File: src/tms_defines.svh
// timing constants and configuration field layout of the measurement sequencer
`ifndef TMS_DEFINES_SVH
`define TMS_DEFINES_SVH
`define TMS_CLK_MHZ           200
`define TMS_EN_TRIG_NS        50
`define TMS_EN_TRIG_CYC       ((`TMS_EN_TRIG_NS * `TMS_CLK_MHZ + 999) / 1000)
`define TMS_RES_TRIG_NS       3050
`define TMS_RES_TRIG_CYC      ((`TMS_RES_TRIG_NS * `TMS_CLK_MHZ + 999) / 1000)
`define TMS_SCLK_MAX_MHZ      26
`define TMS_SCLK_HALF_CYC     ((`TMS_CLK_MHZ + 2 * `TMS_SCLK_MAX_MHZ - 1) / (2 * `TMS_SCLK_MAX_MHZ))
`define TMS_CFG_DIV_LSB       5
`define TMS_CFG_DIV_W         3
`define TMS_CFG_NUM_LSB       0
`define TMS_CFG_NUM_W         5
`define TMS_CFG_RESET         8'h45
`define TMS_START_MAX_PULSES  3
`endif

File: src/tms_pkg.sv
// shared types of the measurement sequencer
package tms_pkg;
  typedef enum logic [1:0] {TMS_IDLE, TMS_BURST, TMS_LISTEN} tms_dev_state_t;
  typedef enum logic [2:0] {TMS_H_RESET, TMS_H_SPI, TMS_H_ENWAIT, TMS_H_READY,
                            TMS_H_WAIT} tms_host_state_t;
endpackage

File: src/tms_if.sv
// pins between the sequencer device and its timing host
`timescale 1ns/100ps
interface tms_if;
  logic enable;
  logic trigger;
  logic dev_rst_n;
  logic start;
  logic stop;
  logic sclk;
  logic cs_n;
  logic sdi;
  modport dev  (input enable, trigger, dev_rst_n, sclk, cs_n, sdi,
                output start, stop);
  modport host (output enable, trigger, dev_rst_n, sclk, cs_n, sdi,
                input start, stop);
endinterface

File: src/tms_device.sv
// measurement sequencer: trigger, start pulse, transmit burst, stop pulses
// Summary of operation
// - cycle starts only on host trigger
// - one start pulse per trigger from idle; a trigger while listening gives none
// - burst begins with start pulse rising edge
// - start width one period per pulse, up to three
// - host waits 50 ns enable-to-trigger
// - host waits 3.05 us reset-to-trigger
// - receive detections after the burst give stop pulses
// - host measures start-to-stop interval
// - divider and pulse count loaded over serial
// - host serial clock at most 26 MHz
// - tx frequency is ref clock over 2^(div+1)
// - pulse count equals programmed field
`timescale 1ns/100ps
`include "tms_defines.svh"
module tms_device
  import tms_pkg::*;
#(
  parameter int DIV_W = `TMS_CFG_DIV_W,
  parameter int NUM_W = `TMS_CFG_NUM_W
)(
  input  wire logic sys_clk_i,
  input  wire logic rst_n_i,
  input  wire logic ref_clk_en_i,   // reference_clock_input tick
  input  wire logic rx_detect_i,    // receive chain echo crossing
  output logic      tx_pulse_o,     // transducer drive
  output logic      burst_busy_o,
  tms_if.dev        link
);
  localparam int CFG_W = DIV_W + NUM_W;

  tms_dev_state_t     state;
  logic [CFG_W-1:0]   shift;
  logic [DIV_W-1:0]   tx_divider_exponent;
  logic [NUM_W-1:0]   num_pulses;
  logic [15:0]        div_cnt;
  logic [NUM_W:0]     half_cnt;
  logic               trig_q;
  logic               sclk_q;
  logic               half_tick;
  logic               rst_all;

  assign rst_all = !rst_n_i || !link.dev_rst_n;

  // serial configuration, msb first, sampled on sclk rise, loaded on cs rise
  always_ff @(posedge sys_clk_i)
  begin
    if (rst_all)
    begin
      shift               <= '0;
      tx_divider_exponent <= DIV_W'(`TMS_CFG_RESET >> `TMS_CFG_DIV_LSB);
      num_pulses          <= NUM_W'(`TMS_CFG_RESET >> `TMS_CFG_NUM_LSB);
      sclk_q              <= 1'b0;
    end
    else
    begin
      sclk_q <= link.sclk;
      if (!link.cs_n && link.sclk && !sclk_q)
        shift <= {shift[CFG_W-2:0], link.sdi};
      if (link.cs_n && state == TMS_IDLE && shift != '0)
      begin
        tx_divider_exponent <= shift[CFG_W-1 -: DIV_W];
        num_pulses          <= shift[NUM_W-1:0];
        shift               <= '0;
      end
    end
  end

  // half-period tick: 2^exp reference ticks per half period
  assign half_tick = ref_clk_en_i &&
                     (div_cnt ==
                      16'((32'h0000_0001 << tx_divider_exponent) - 1));
  always_ff @(posedge sys_clk_i)
  begin
    if (rst_all || state == TMS_IDLE)
      div_cnt <= '0;
    else if (ref_clk_en_i)
      div_cnt <= half_tick ? 16'h0000 : div_cnt + 16'h0001;
  end

  // sequencing of one measurement
  always_ff @(posedge sys_clk_i)
  begin
    if (rst_all)
    begin
      state    <= TMS_IDLE;
      half_cnt <= '0;
      trig_q   <= 1'b0;
    end
    else
    begin
      trig_q <= link.trigger;
      unique case (state)
        TMS_IDLE:
          if (link.enable && link.trigger && !trig_q && num_pulses != '0)
          begin
            state    <= TMS_BURST;
            half_cnt <= '0;
          end
        TMS_BURST:
          if (half_tick)
          begin
            if (half_cnt == (NUM_W+1)'({num_pulses, 1'b0} - 1))
              state <= TMS_LISTEN;
            half_cnt <= half_cnt + 1'b1;
          end
        TMS_LISTEN:
          if (!link.enable || (link.trigger && !trig_q))
            state <= TMS_IDLE;
      endcase
    end
  end

  // start high from burst begin for min(count,3) periods; tx high on even halves
  always_ff @(posedge sys_clk_i)
  begin
    if (rst_all)
    begin
      link.start <= 1'b0;
      tx_pulse_o <= 1'b0;
    end
    else
    begin
      link.start <= (state == TMS_IDLE && link.enable && link.trigger &&
                     !trig_q && num_pulses != '0) ||
                    (state == TMS_BURST && link.start &&
                     !(half_tick && half_cnt ==
                       (NUM_W+1)'(2 * ((num_pulses < `TMS_START_MAX_PULSES) ?
                        num_pulses : `TMS_START_MAX_PULSES) - 1)));
      tx_pulse_o <= (state == TMS_IDLE && link.enable && link.trigger &&
                     !trig_q && num_pulses != '0) ||
                    (state == TMS_BURST &&
                     (half_tick ? half_cnt[0] : tx_pulse_o) &&
                     !(half_tick && half_cnt ==
                       (NUM_W+1)'({num_pulses, 1'b0} - 1)));
    end
  end

  // stop pulses follow receive detections after the burst
  always_ff @(posedge sys_clk_i)
  begin
    if (rst_all)
      link.stop <= 1'b0;
    else
      link.stop <= (state == TMS_LISTEN) && rx_detect_i;
  end

  assign burst_busy_o = (state == TMS_BURST);
endmodule

File: src/flat_wrapper.sv
// flat-port wrapper written by rule: the top's interface ports become plain ports
module tms_device_flat import tms_pkg::*;
#(
  parameter int DIV_W = `TMS_CFG_DIV_W,
  parameter int NUM_W = `TMS_CFG_NUM_W
)
  (sys_clk_i, rst_n_i, ref_clk_en_i, rx_detect_i, tx_pulse_o, burst_busy_o, link_enable, link_trigger, link_dev_rst_n, link_sclk, link_cs_n, link_sdi, link_start, link_stop);
  tms_if link_i ();
  input  wire logic sys_clk_i;
  input  wire logic rst_n_i;
  input  wire logic ref_clk_en_i;
  input  wire logic rx_detect_i;
  output logic tx_pulse_o;
  output logic burst_busy_o;
  input wire logic [$bits(link_i.enable)-1:0] link_enable;
  input wire logic [$bits(link_i.trigger)-1:0] link_trigger;
  input wire logic [$bits(link_i.dev_rst_n)-1:0] link_dev_rst_n;
  input wire logic [$bits(link_i.sclk)-1:0] link_sclk;
  input wire logic [$bits(link_i.cs_n)-1:0] link_cs_n;
  input wire logic [$bits(link_i.sdi)-1:0] link_sdi;
  output wire logic [$bits(link_i.start)-1:0] link_start;
  output wire logic [$bits(link_i.stop)-1:0] link_stop;
  assign link_i.enable = link_enable;
  assign link_i.trigger = link_trigger;
  assign link_i.dev_rst_n = link_dev_rst_n;
  assign link_i.sclk = link_sclk;
  assign link_i.cs_n = link_cs_n;
  assign link_i.sdi = link_sdi;
  assign link_start = link_i.start;
  assign link_stop = link_i.stop;
  tms_device #(.DIV_W(DIV_W), .NUM_W(NUM_W)) u_core (.sys_clk_i(sys_clk_i), .rst_n_i(rst_n_i), .ref_clk_en_i(ref_clk_en_i), .rx_detect_i(rx_detect_i), .tx_pulse_o(tx_pulse_o), .burst_busy_o(burst_busy_o), .link(link_i));
endmodule
File: config.mk
export PLATFORM = sky130hd
export DESIGN_NAME = tms_device_flat
export DESIGN_NICKNAME = d
export VERILOG_FILES = /design/src/tms_pkg.sv /design/src/tms_if.sv /design/src/tms_device.sv /design/src/flat_wrapper.sv
export VERILOG_INCLUDE_DIRS = /design/src
export SDC_FILE = /design/constraint.sdc
export NUM_CORES = 1
export LEC_CHECK = 0
export BUFFER_PORTS_ARGS = -buffer_cell sky130_fd_sc_hd__buf_2
export CORE_UTILIZATION = 54
export CTS_CLUSTER_SIZE = 16
export DETAILED_ROUTE_END_ITERATION = 8
export PLACE_DENSITY = 0.75
export REMOVE_ABC_BUFFERS = 1
export SLEW_MARGIN = 0
export SYNTH_ARGS = -nofsm -noshare
export SYNTH_HDL_FRONTEND = slang
export SYNTH_SLANG_ARGS = --single-unit
export TNS_END_PERCENT = 5
File: constraint.sdc
create_clock -name sys_clk_i -period 3.1 [get_ports sys_clk_i]
set_clock_uncertainty 0.15 [all_clocks]
set_input_delay 0.155 -clock sys_clk_i [delete_from_list [all_inputs] [get_ports sys_clk_i]]
set_output_delay 0.155 -clock sys_clk_i [all_outputs]
set_load 0.01 [all_outputs]
==> results_dict.tcl, run 1 <==
set metrics [dict create \
    io_pins 14 \
    outcome "complete, no violations" \
    grt-busiest-layer "met2" \
    grt_pass1_vias 1820 \
    portBuffers 13 \
    ys.flop_type "dfxtp_1" \
    syn_area_um2 2450 \
    vias 2063 \
    fin_tns_setup_ns 0 \
    clk_path_buf_depth 2 \
    gp_congestion 0.818 \
    drive_gt1_frac 0.125 \
    antenna_found_initial 0 \
    grt_max_degree 16 \
    yosysWarnings 0 \
    ys_ff_latch 45 \
    hold_viol 0 \
    critPathKind "register to register" \
    yosysSeqAreaShare 0.367 \
    wl_mm 4.93 \
    fin_crit_ns 2.96 \
    synth_edf_count 0 \
    cts-buffers-inserted 5 \
    fill_cells 385 \
    use_met1 0.290 \
    grt_use_met2 0.337 \
    antenna_left 0 \
    diodes 0 \
    drt-vias-per-instance 5.81 \
    dr.first_iter.drc_count 165 \
    avgSynthCellArea_um2 8.57 \
    cts_tree "done" \
    grt_pass1_wl_mm 8.31 \
    rsz0062_at_grt "false" \
    final_util 0.628 \
    multi_input_area_um2 1480 \
    power.leakage_nw 0.987 \
    die_w_um 69.4 \
    grt_usage 0.211 \
    final-setup-viol-count 0 \
    cts-root-buf "clkbuf_8" \
    clock-sinks 45 \
    endpoint_kind "register" \
    drcViolationCount 0 \
    core_area_um2 4350 \
    die_h_um 69.4 \
    async_flop_share 0 \
    yosys.cell_count.top_type "dfxtp_1" \
    clk_latency_ns 0.30 \
    maxSlewViolCount 0 \
    synth_cell_types 54 \
    path_max_fanout 7 \
    worstHoldPathType "input port to register" \
    fin_nets 320 \
    yosys-top-cells-count "dfxtp_1, nor2_1, nand2_1" \
    initial_core_util 0.563 \
    synth_cells 286 \
    peakVddDrop_mv 0.351 \
    synth_area_leaders "dfxtp_1, mux2i_1, xor2_1" \
    arrival_ns 3.03 \
    routedWlPerCell_um 13.9 \
    grt-ovfl-total 0 \
    area_growth_pct 11.4 \
    clk_pin_slew_worst_paths_ns 0.09 \
    grt_util_met3 0.0451 \
    relSlewSlack 0.465 \
    drv_cap 0 \
    tightest_slew_ns 0.792 \
    crit_path_start_kind "register" \
    p_per_area_nw_per_um2 365 \
    clock.fmax_mhz 338 \
    dp_hpwl_mm 3.61 \
    synth_top_area_cell "dfxtp_1" \
    cp_data_required_time_ns 3.17 \
    dr.pass1.iters 4 \
    cts_max_level 2 \
    ff_latch_area_um2 901 \
    synth_top_area_frac 0.367 \
    period_share 0.956 \
    die_area_um2 4810 \
    row_count 24 \
    cts_setup_buffers 0 \
]
-- logic make-up after synthesis --
group,after synthesis,synth area share
simple gates,131,0.280
flops,45,0.367
compound gates,38,0.118
xor+xnor,26,0.0959
buf+inv,23,0.0367
mux,15,0.0612
fa+ha+maj,8,0.0408
-- through the flow --
stage	instances	total power [mW]	setup WS [ns]	cell area [um^2]	hold slack (ns)
finish	355	0.996	0.137	2730	0.0714
global route	355	1.04	0.0219	2730	0.0869
CTS	355	1.01	0.0275	2710	0.0527
detailed placement	341	0.651	0.0447	2570	0.244
global placement	341	0.651	0.186	2570	0.239
floorplan	269	0.631	0.203	2380	0.151
-- state kept, by name (all words and copies together), names as in the netlist, 2 cells and up --
register / cells
u_core.div_cnt: 16
u_core.shift: 8
u_core.half_cnt: 6
u_core.tx_divider_exponent: 3
u_core.num_pulses: 5
u_core.state: 2
-- critical path, cell delays in order, from the launching register on --
cell	delay [ns]
dfxtp_1	0.36
or3b_2	0.45
ha_1	0.25
or4b_1	0.48
nand3_1	0.13
xnor2_2	0.18
a31oi_4	0.17
or4_1	0.53
a21oi_1	0.17
-- final cells by class --
| cell class | instances | area share |
|---|---|---|
| flip-flops and latches | 45 | 0.330 |
| multi-input cells | 218 | 0.542 |
| inverters | 6 | 0.00824 |
| repair buffers | 26 | 0.0650 |
| well taps | 52 | 0.0238 |
| clock inverters | 3 | 0.00641 |
| clock buffers | 5 | 0.0252 |
-- path summary, 6_finish.rpt --
kind         slack, ns            endpoint                           from  depth (start not counted)
max               0.14  u_core.half_cnt[5]  u_core.tx_divider_exponent[1]                          8
min               0.07   u_core.div_cnt[0]                   ref_clk_en_i                          3
max reg2reg       0.14  u_core.half_cnt[5]  u_core.tx_divider_exponent[1]                          8
min reg2reg       0.34   u_core.link.start              u_core.link.start                          2
-- cells in the final DEF, fill, tap and decap left out, drive strengths merged, types with 3 or more instances in the layout --
master and n:
ha 8, clkbuf 5, nor4 4, nand4 9, nand2 24, and3 7
or4 6, nor3 9, dfxtp 45, xnor2 9, nand3 11, buf 20
dlygate4sd3 6, o211ai 4, nand2b 3, mux2i 15, inv 6, o21ai 5
nor2 39, a21oi 7, xor2 17, o31ai 3
-- power by group --
| part | internal [mW] | switching [mW] | leakage, nW |
|---|---|---|---|
| combinational | 0.0256 | 0.0348 | 0.580 |
| sequential | 0.580 | 0.00230 | 0.363 |
| clock | 0.156 | 0.198 | 0.0439 |
-- per-layer routing --
layer	vias up	wire length (um)
li1	1056	-
met1	948	2470
met2	53	2200
met3	6	208
met4	0	51
met5	-	0
-- timing repair --
action,4_1_cts,5_1_grt
endpoints found under the hold margin,4,0
gates resized for setup,0,4
hold buffers,6,0
setup endpoints to repair,0,7
No activity file was read; power rests on OpenSTA's default activity.
==> run 2, diff against run 1 <==
Settings changed: PLACE_DENSITY 0.75 to 0.81, TNS_END_PERCENT 5 to 50.
==> run 2 against run 1 <==
- wire length decreased by 0.73%
- cell area decreased by 0.32%
- sequential share of layout area increased by 0.15 points
- sequential cell count unchanged
- largest cell class unchanged
- via count increased by 1.6%
- first-iteration DRC count increased by 42%
- die area unchanged
- non-clock buffer count unchanged
- critical endpoint is now u_core.half_cnt[3]
- clock power increased by 2%
- sequential power about the same
- utilization decreased by 0.20 points
==> results_dict.tcl, run 2 (synthesized netlist as in run 1, its figures left out) <==
set metrics [dict create \
    mostFrequentLayoutCell "dfxtp_1" \
    largest_reg_flops 16 \
    r2r-start "u_core.tx_divider_exponent[1]" \
    die_w_um 69.4 \
    antenna_found_initial 0 \
    cp_data_required_time_ns 3.17 \
    drive_gt1_frac 0.116 \
    p_total_mw 1.00 \
    dp_hpwl_mm 3.49 \
    area_growth_pct 11.1 \
    clk_latency_ns 0.29 \
    p_per_area_nw_per_um2 368 \
    path_max_fanout 8 \
    crit_path_end "u_core.half_cnt[3]" \
    grt-ovfl-total 0 \
    cts_setup_buffers 0 \
    clkPwrFrac 0.359 \
    maxSlewViolCount 0 \
    clk_path_buf_depth 2 \
    power_frac_seq 0.581 \
    routedWlPerCell_um 13.8 \
    antenna_left 0 \
    crit_chain "or3b_2, ha_1, or4b_1, nand3_1, xnor2_2, a31oi_4, or4_1, a21oi_1" \
    drv_cap 0 \
    hold_viol 0 \
    diodes 0 \
    fin_tns_setup_ns 0 \
    tightest_slew_ns 0.706 \
    cp_num_cells 8 \
    grt_max_degree 16 \
    critPathKind "register to register" \
    crit_path_start_kind "register" \
    switching_power_uw 221 \
    cts-root-buf "clkbuf_8" \
    swShare 0.220 \
    die_h_um 69.4 \
    critPathBufInv 0 \
    slowest_delay_ns 0.52 \
    clock-sinks 45 \
    outcome "complete, no violations" \
    fin_nets 320 \
    cts_max_level 2 \
    post-place-ws_ns 0.0462 \
    drcViolationCount 0 \
    endpoint_kind "register" \
    power.leakage_nw 0.987 \
    row_count 24 \
    slowest_stage "or4_1" \
    io_pins 14 \
    worstHoldPathType "input port to register" \
    dr.pass1.iters 4 \
    r2r-end "u_core.half_cnt[3]" \
    die_area_um2 4810 \
    cts-buffers-inserted 5 \
    share_comb_of_total_power 0.060 \
    initial_core_util 0.563 \
    rsz0062_at_grt "false" \
    regMostFlops "u_core.div_cnt" \
    period_share 0.954 \
    gp_congestion 0.889 \
    core_area_um2 4350 \
    p_int_uw 783 \
    relSlewSlack 0.523 \
    final_cell_mix "dfxtp_1, nor2_1, nand2_1" \
    critPathLaunch "u_core.tx_divider_exponent[1]" \
    reg2reg_slack_ns 0.14 \
    grt_pass1_vias 1940 \
    top_regs "u_core.div_cnt: 16 flops, u_core.shift: 8 flops, u_core.half_cnt: 6 flops" \
    final-setup-viol-count 0 \
    vias 2096 \
    portBuffers 13 \
    wl_mm 4.89 \
    cts_tree "done" \
    r2r_cells 8 \
    drt-vias-per-instance 5.92 \
    crit_family "simple AND/OR/NAND/NOR gates" \
    peakVddDrop_mv 0.272 \
    clock.fmax_mhz 338 \
    worst_slack_ns 0.142 \
    clk_pin_slew_worst_paths_ns 0.08 \
    dr.first_iter.drc_count 235 \
    grt_pass1_wl_mm 8.56 \
    arrival_ns 3.03 \
    grt_usage 0.217 \
    fin_crit_ns 2.96 \
]
run 2: tightest hold or removal path, cell delays in order:
cell and delay [ns]:
buf_2 0.15, nand3b_1 0.09, a21boi_0 0.07
run 2: metal layers:
metal  part of all wire  vias to the layer above  GRT usage  wire length [um]
met4              0.013                        0     0.0884                62
met1               0.48                      981      0.295              2340
met2               0.46                       55      0.342              2250
li1                   -                     1054          -                 -
met3              0.048                        6     0.0363               235
met5                  0                        -          0                 0
run 2: area by class of cell:
| cell class | count | area [um^2] |
|---|---|---|
| clock buffer | 7 | 86.3 |
| fill | 376 | 1630 |
| inverter | 6 | 22.5 |
| multi-input combinational | 218 | 1470 |
| sequential | 45 | 902 |
| tap | 52 | 65.1 |
| timing repair buffer | 26 | 178 |
run 2: power by group through the flow:
stage	clock (mW)	sequential, mW	combinational [mW]
6_report	0.360	0.583	0.0605
5_1_grt	0.389	0.583	0.0668
4_1_cts	0.365	0.583	0.0600
3_5_place_dp	0	0.597	0.0545
3_3_place_gp	0	0.596	0.0541
2_1_floorplan	0	0.596	0.0346
run 2: repair_timing:
item                                    in CTS  in global routing
gates resized for setup                      0                  3
hold buffers                                 6                  0
hold endpoints to repair                     4                  0
endpoints found under the setup margin       0                  8
run 2: through the flow:
stage	instance area, um^2	hold WS (ns)	util	std cells
CTS	2710	0.0644	0.623	354
global route	2720	0.0819	0.626	354
global placement	2570	0.242	0.590	341
floorplan	2380	0.151	-	269
detailed placement	2570	0.243	0.590	341
finish	2720	0.0698	0.626	354
run 2: worst min-delay path by stage:
| stage | from | cells past startpoint | slack [ns] | endpoint |
|---|---|---|---|---|
| after CTS | ref_clk_en_i | 3 | 0.06 | u_core.div_cnt[0] |
| after global routing | ref_clk_en_i | 3 | 0.08 | u_core.div_cnt[0] |
| after floorplan | link_dev_rst_n | 1 | 0.15 | u_core.sclk_q |
| after detailed placement | rx_detect_i | 2 | 0.24 | u_core.link.stop |
| after global placement | rx_detect_i | 2 | 0.24 | u_core.link.stop |
| final | ref_clk_en_i | 3 | 0.07 | u_core.div_cnt[0] |
==> run 3, diff against run 2 <==
Settings changed: CORE_MARGIN set to 1.5, GPL_ROUTABILITY_DRIVEN set to 0.
==> run 3 against run 2 <==
- critical endpoint is now u_core.half_cnt[4]
- first-iteration DRC count down 20%
- wire length up 3.9%
- largest power group unchanged
- utilization up 1.1 points
- clock-buffer cell count down 2
- cell area up 1.8%
- hold slack worse by 0.025 ns
- critical path depth unchanged
- global-route usage down 0.19 points
- combinational power about the same
- sequential cell count unchanged
==> results_dict.tcl, run 3 (synthesized netlist as in run 1, its figures left out) <==
set metrics [dict create \
    clock-sinks 45 \
    final-setup-viol-count 0 \
    p_per_area_nw_per_um2 420 \
    cts-buffers-inserted 5 \
    io_pins 14 \
    drv_cap 0 \
    critPathBufInv 0 \
    crit_chain "or3b_2, ha_2, or4bb_1, nand3_2, xnor2_2, a31oi_4, or4_1, a21oi_1" \
    drt-vias-per-instance 5.93 \
    cts_setup_buffers 0 \
    dr.pass1.iters 4 \
    worstHoldStart "ref_clk_en_i" \
    relSlewSlack 0.478 \
    grt_usage 0.215 \
    fin_tns_setup_ns 0 \
    place_inst 340 \
    period_share 0.958 \
    diodes 0 \
    final_util 0.637 \
    fin_nets 319 \
    grt_util_met3 0.0447 \
    p_total_mw 1.16 \
    hold_viol 0 \
    tightest_slew_ns 0.772 \
    core_area_um2 4350 \
    mostFrequentLayoutCell "dfxtp_1" \
    vias 2099 \
    outcome "complete, no violations" \
    clk_pin_slew_worst_paths_ns 0.09 \
    wl_mm 5.08 \
    worstHoldPathCells 3 \
    drive_gt1_frac 0.129 \
    endpoint_kind "register" \
    switching_power_uw 240 \
    use_met1 0.274 \
    cp_num_cells 8 \
    r2r_cells 8 \
    die_w_um 70.4 \
    cp_data_required_time_ns 3.19 \
    dr.first_iter.drc_count 187 \
    grt_pass1_vias 1893 \
    grt-ovfl-total 0 \
    antenna_left 0 \
    top_regs "u_core.div_cnt: 16 flops, u_core.shift: 8 flops, u_core.half_cnt: 6 flops" \
    largest_reg_flops 16 \
    cts-root-buf "clkbuf_8" \
    critPathKind "register to register" \
    initial_core_util 0.563 \
    row_count 24 \
    clock.fmax_mhz 337 \
    crit_path_start_kind "register" \
    die_h_um 70.4 \
    peakVddDrop_mv 0.229 \
    worstHoldPathType "input port to register" \
    clk_latency_ns 0.31 \
    grt_use_met2 0.353 \
    portBuffers 13 \
    grt-busiest-layer "met2" \
    share_comb_of_total_power 0.052 \
    final_cell_mix "dfxtp_1, nor2_1, nand2_1" \
    final_cell_area_um2 2770 \
    maxSlewViolCount 0 \
    routedWlPerCell_um 14.4 \
    clk_path_buf_depth 2 \
    path_max_fanout 8 \
    cts_tree "done" \
    slowest_delay_ns 0.55 \
    die_area_um2 4950 \
    p_int_uw 925 \
    slowest_stage "or4bb_1" \
    crit_family "simple AND/OR/NAND/NOR gates" \
    place_area_um2 2560 \
    regMostFlops "u_core.div_cnt" \
    area_growth_pct 13.1 \
    critPathLaunch "u_core.tx_divider_exponent[0]" \
    arrival_ns 3.06 \
    power_frac_seq 0.500 \
    grt_max_degree 16 \
    power.leakage_nw 1.01 \
    drcViolationCount 0 \
    fin_cells 354 \
    cts_max_level 2 \
    dp_hpwl_mm 3.50 \
    swShare 0.206 \
    fin_crit_ns 2.97 \
    fill_cells 360 \
    antenna_found_initial 0 \
    grt_pass1_wl_mm 8.55 \
    r2r-start "u_core.tx_divider_exponent[0]" \
    clkPwrFrac 0.448 \
]
run 3: changes by cell type in the layout (fill, tap and decap cells not counted), sizes merged:
cell and delta:
bufinv +2, clkbuf -2, clkinv +1, buf -1
run 3: worst min-delay path: stages:
cell and delay (ns):
buf_2 0.15, nand3b_1 0.08, a21boi_0 0.07
run 3: worst paths after layout:
check,endpoint,slack (ns)
worst max-delay path,u_core.half_cnt[4],0.13
worst min-delay path,u_core.div_cnt[0],0.04
worst min register to register,u_core.link.start,0.33
worst max register to register,u_core.half_cnt[4],0.13
run 3: stage by stage:
step	worst slack [ns]	hold WS [ns]
2_1_floorplan	0.203	0.151
3_3_place_gp	0.105	0.239
3_5_place_dp	0.0319	0.244
4_1_cts	0.0513	0.0321
5_1_grt	-0.0286	0.0640
6_report	0.129	0.0448
run 3: what timing repair did:
item | in CTS | in global routing
cloned | 0 | 0
endpoints found under the setup margin | 5 | 6
endpoints found under the hold margin | 4 | 0
resized for setup | 2 | 4
hold buffers | 6 | 0
pin swaps | 0 | 2
run 3: power groups by stage:
| stage | logic (mW) | clock network, mW | registers, mW |
|---|---|---|---|
| 6_report | 0.0608 | 0.522 | 0.582 |
| 5_1_grt | 0.0662 | 0.550 | 0.583 |
| 4_1_cts | 0.0602 | 0.528 | 0.583 |
| 3_5_place_dp | 0.0543 | 0 | 0.597 |
| 3_3_place_gp | 0.0533 | 0 | 0.596 |
| 2_1_floorplan | 0.0346 | 0 | 0.596 |
run 3: metal layers:
metal  routed length, um  share of wire
met5                   0              0
met2                2410           0.48
met3                 278          0.055
met1                2290           0.45
met4                  97          0.019
run 3: cell type report:
class                           count  area (um^2)  area share
Timing Repair Buffer               25          170      0.0613
Inverter                            6         22.5     0.00812
Multi-Input combinational cell    218         1480       0.532
Clock buffer                        5         68.8      0.0248
Tap cell                           52         65.1      0.0235
Clock inverter                      3         65.1      0.0235
Sequential cell                    45          906       0.327
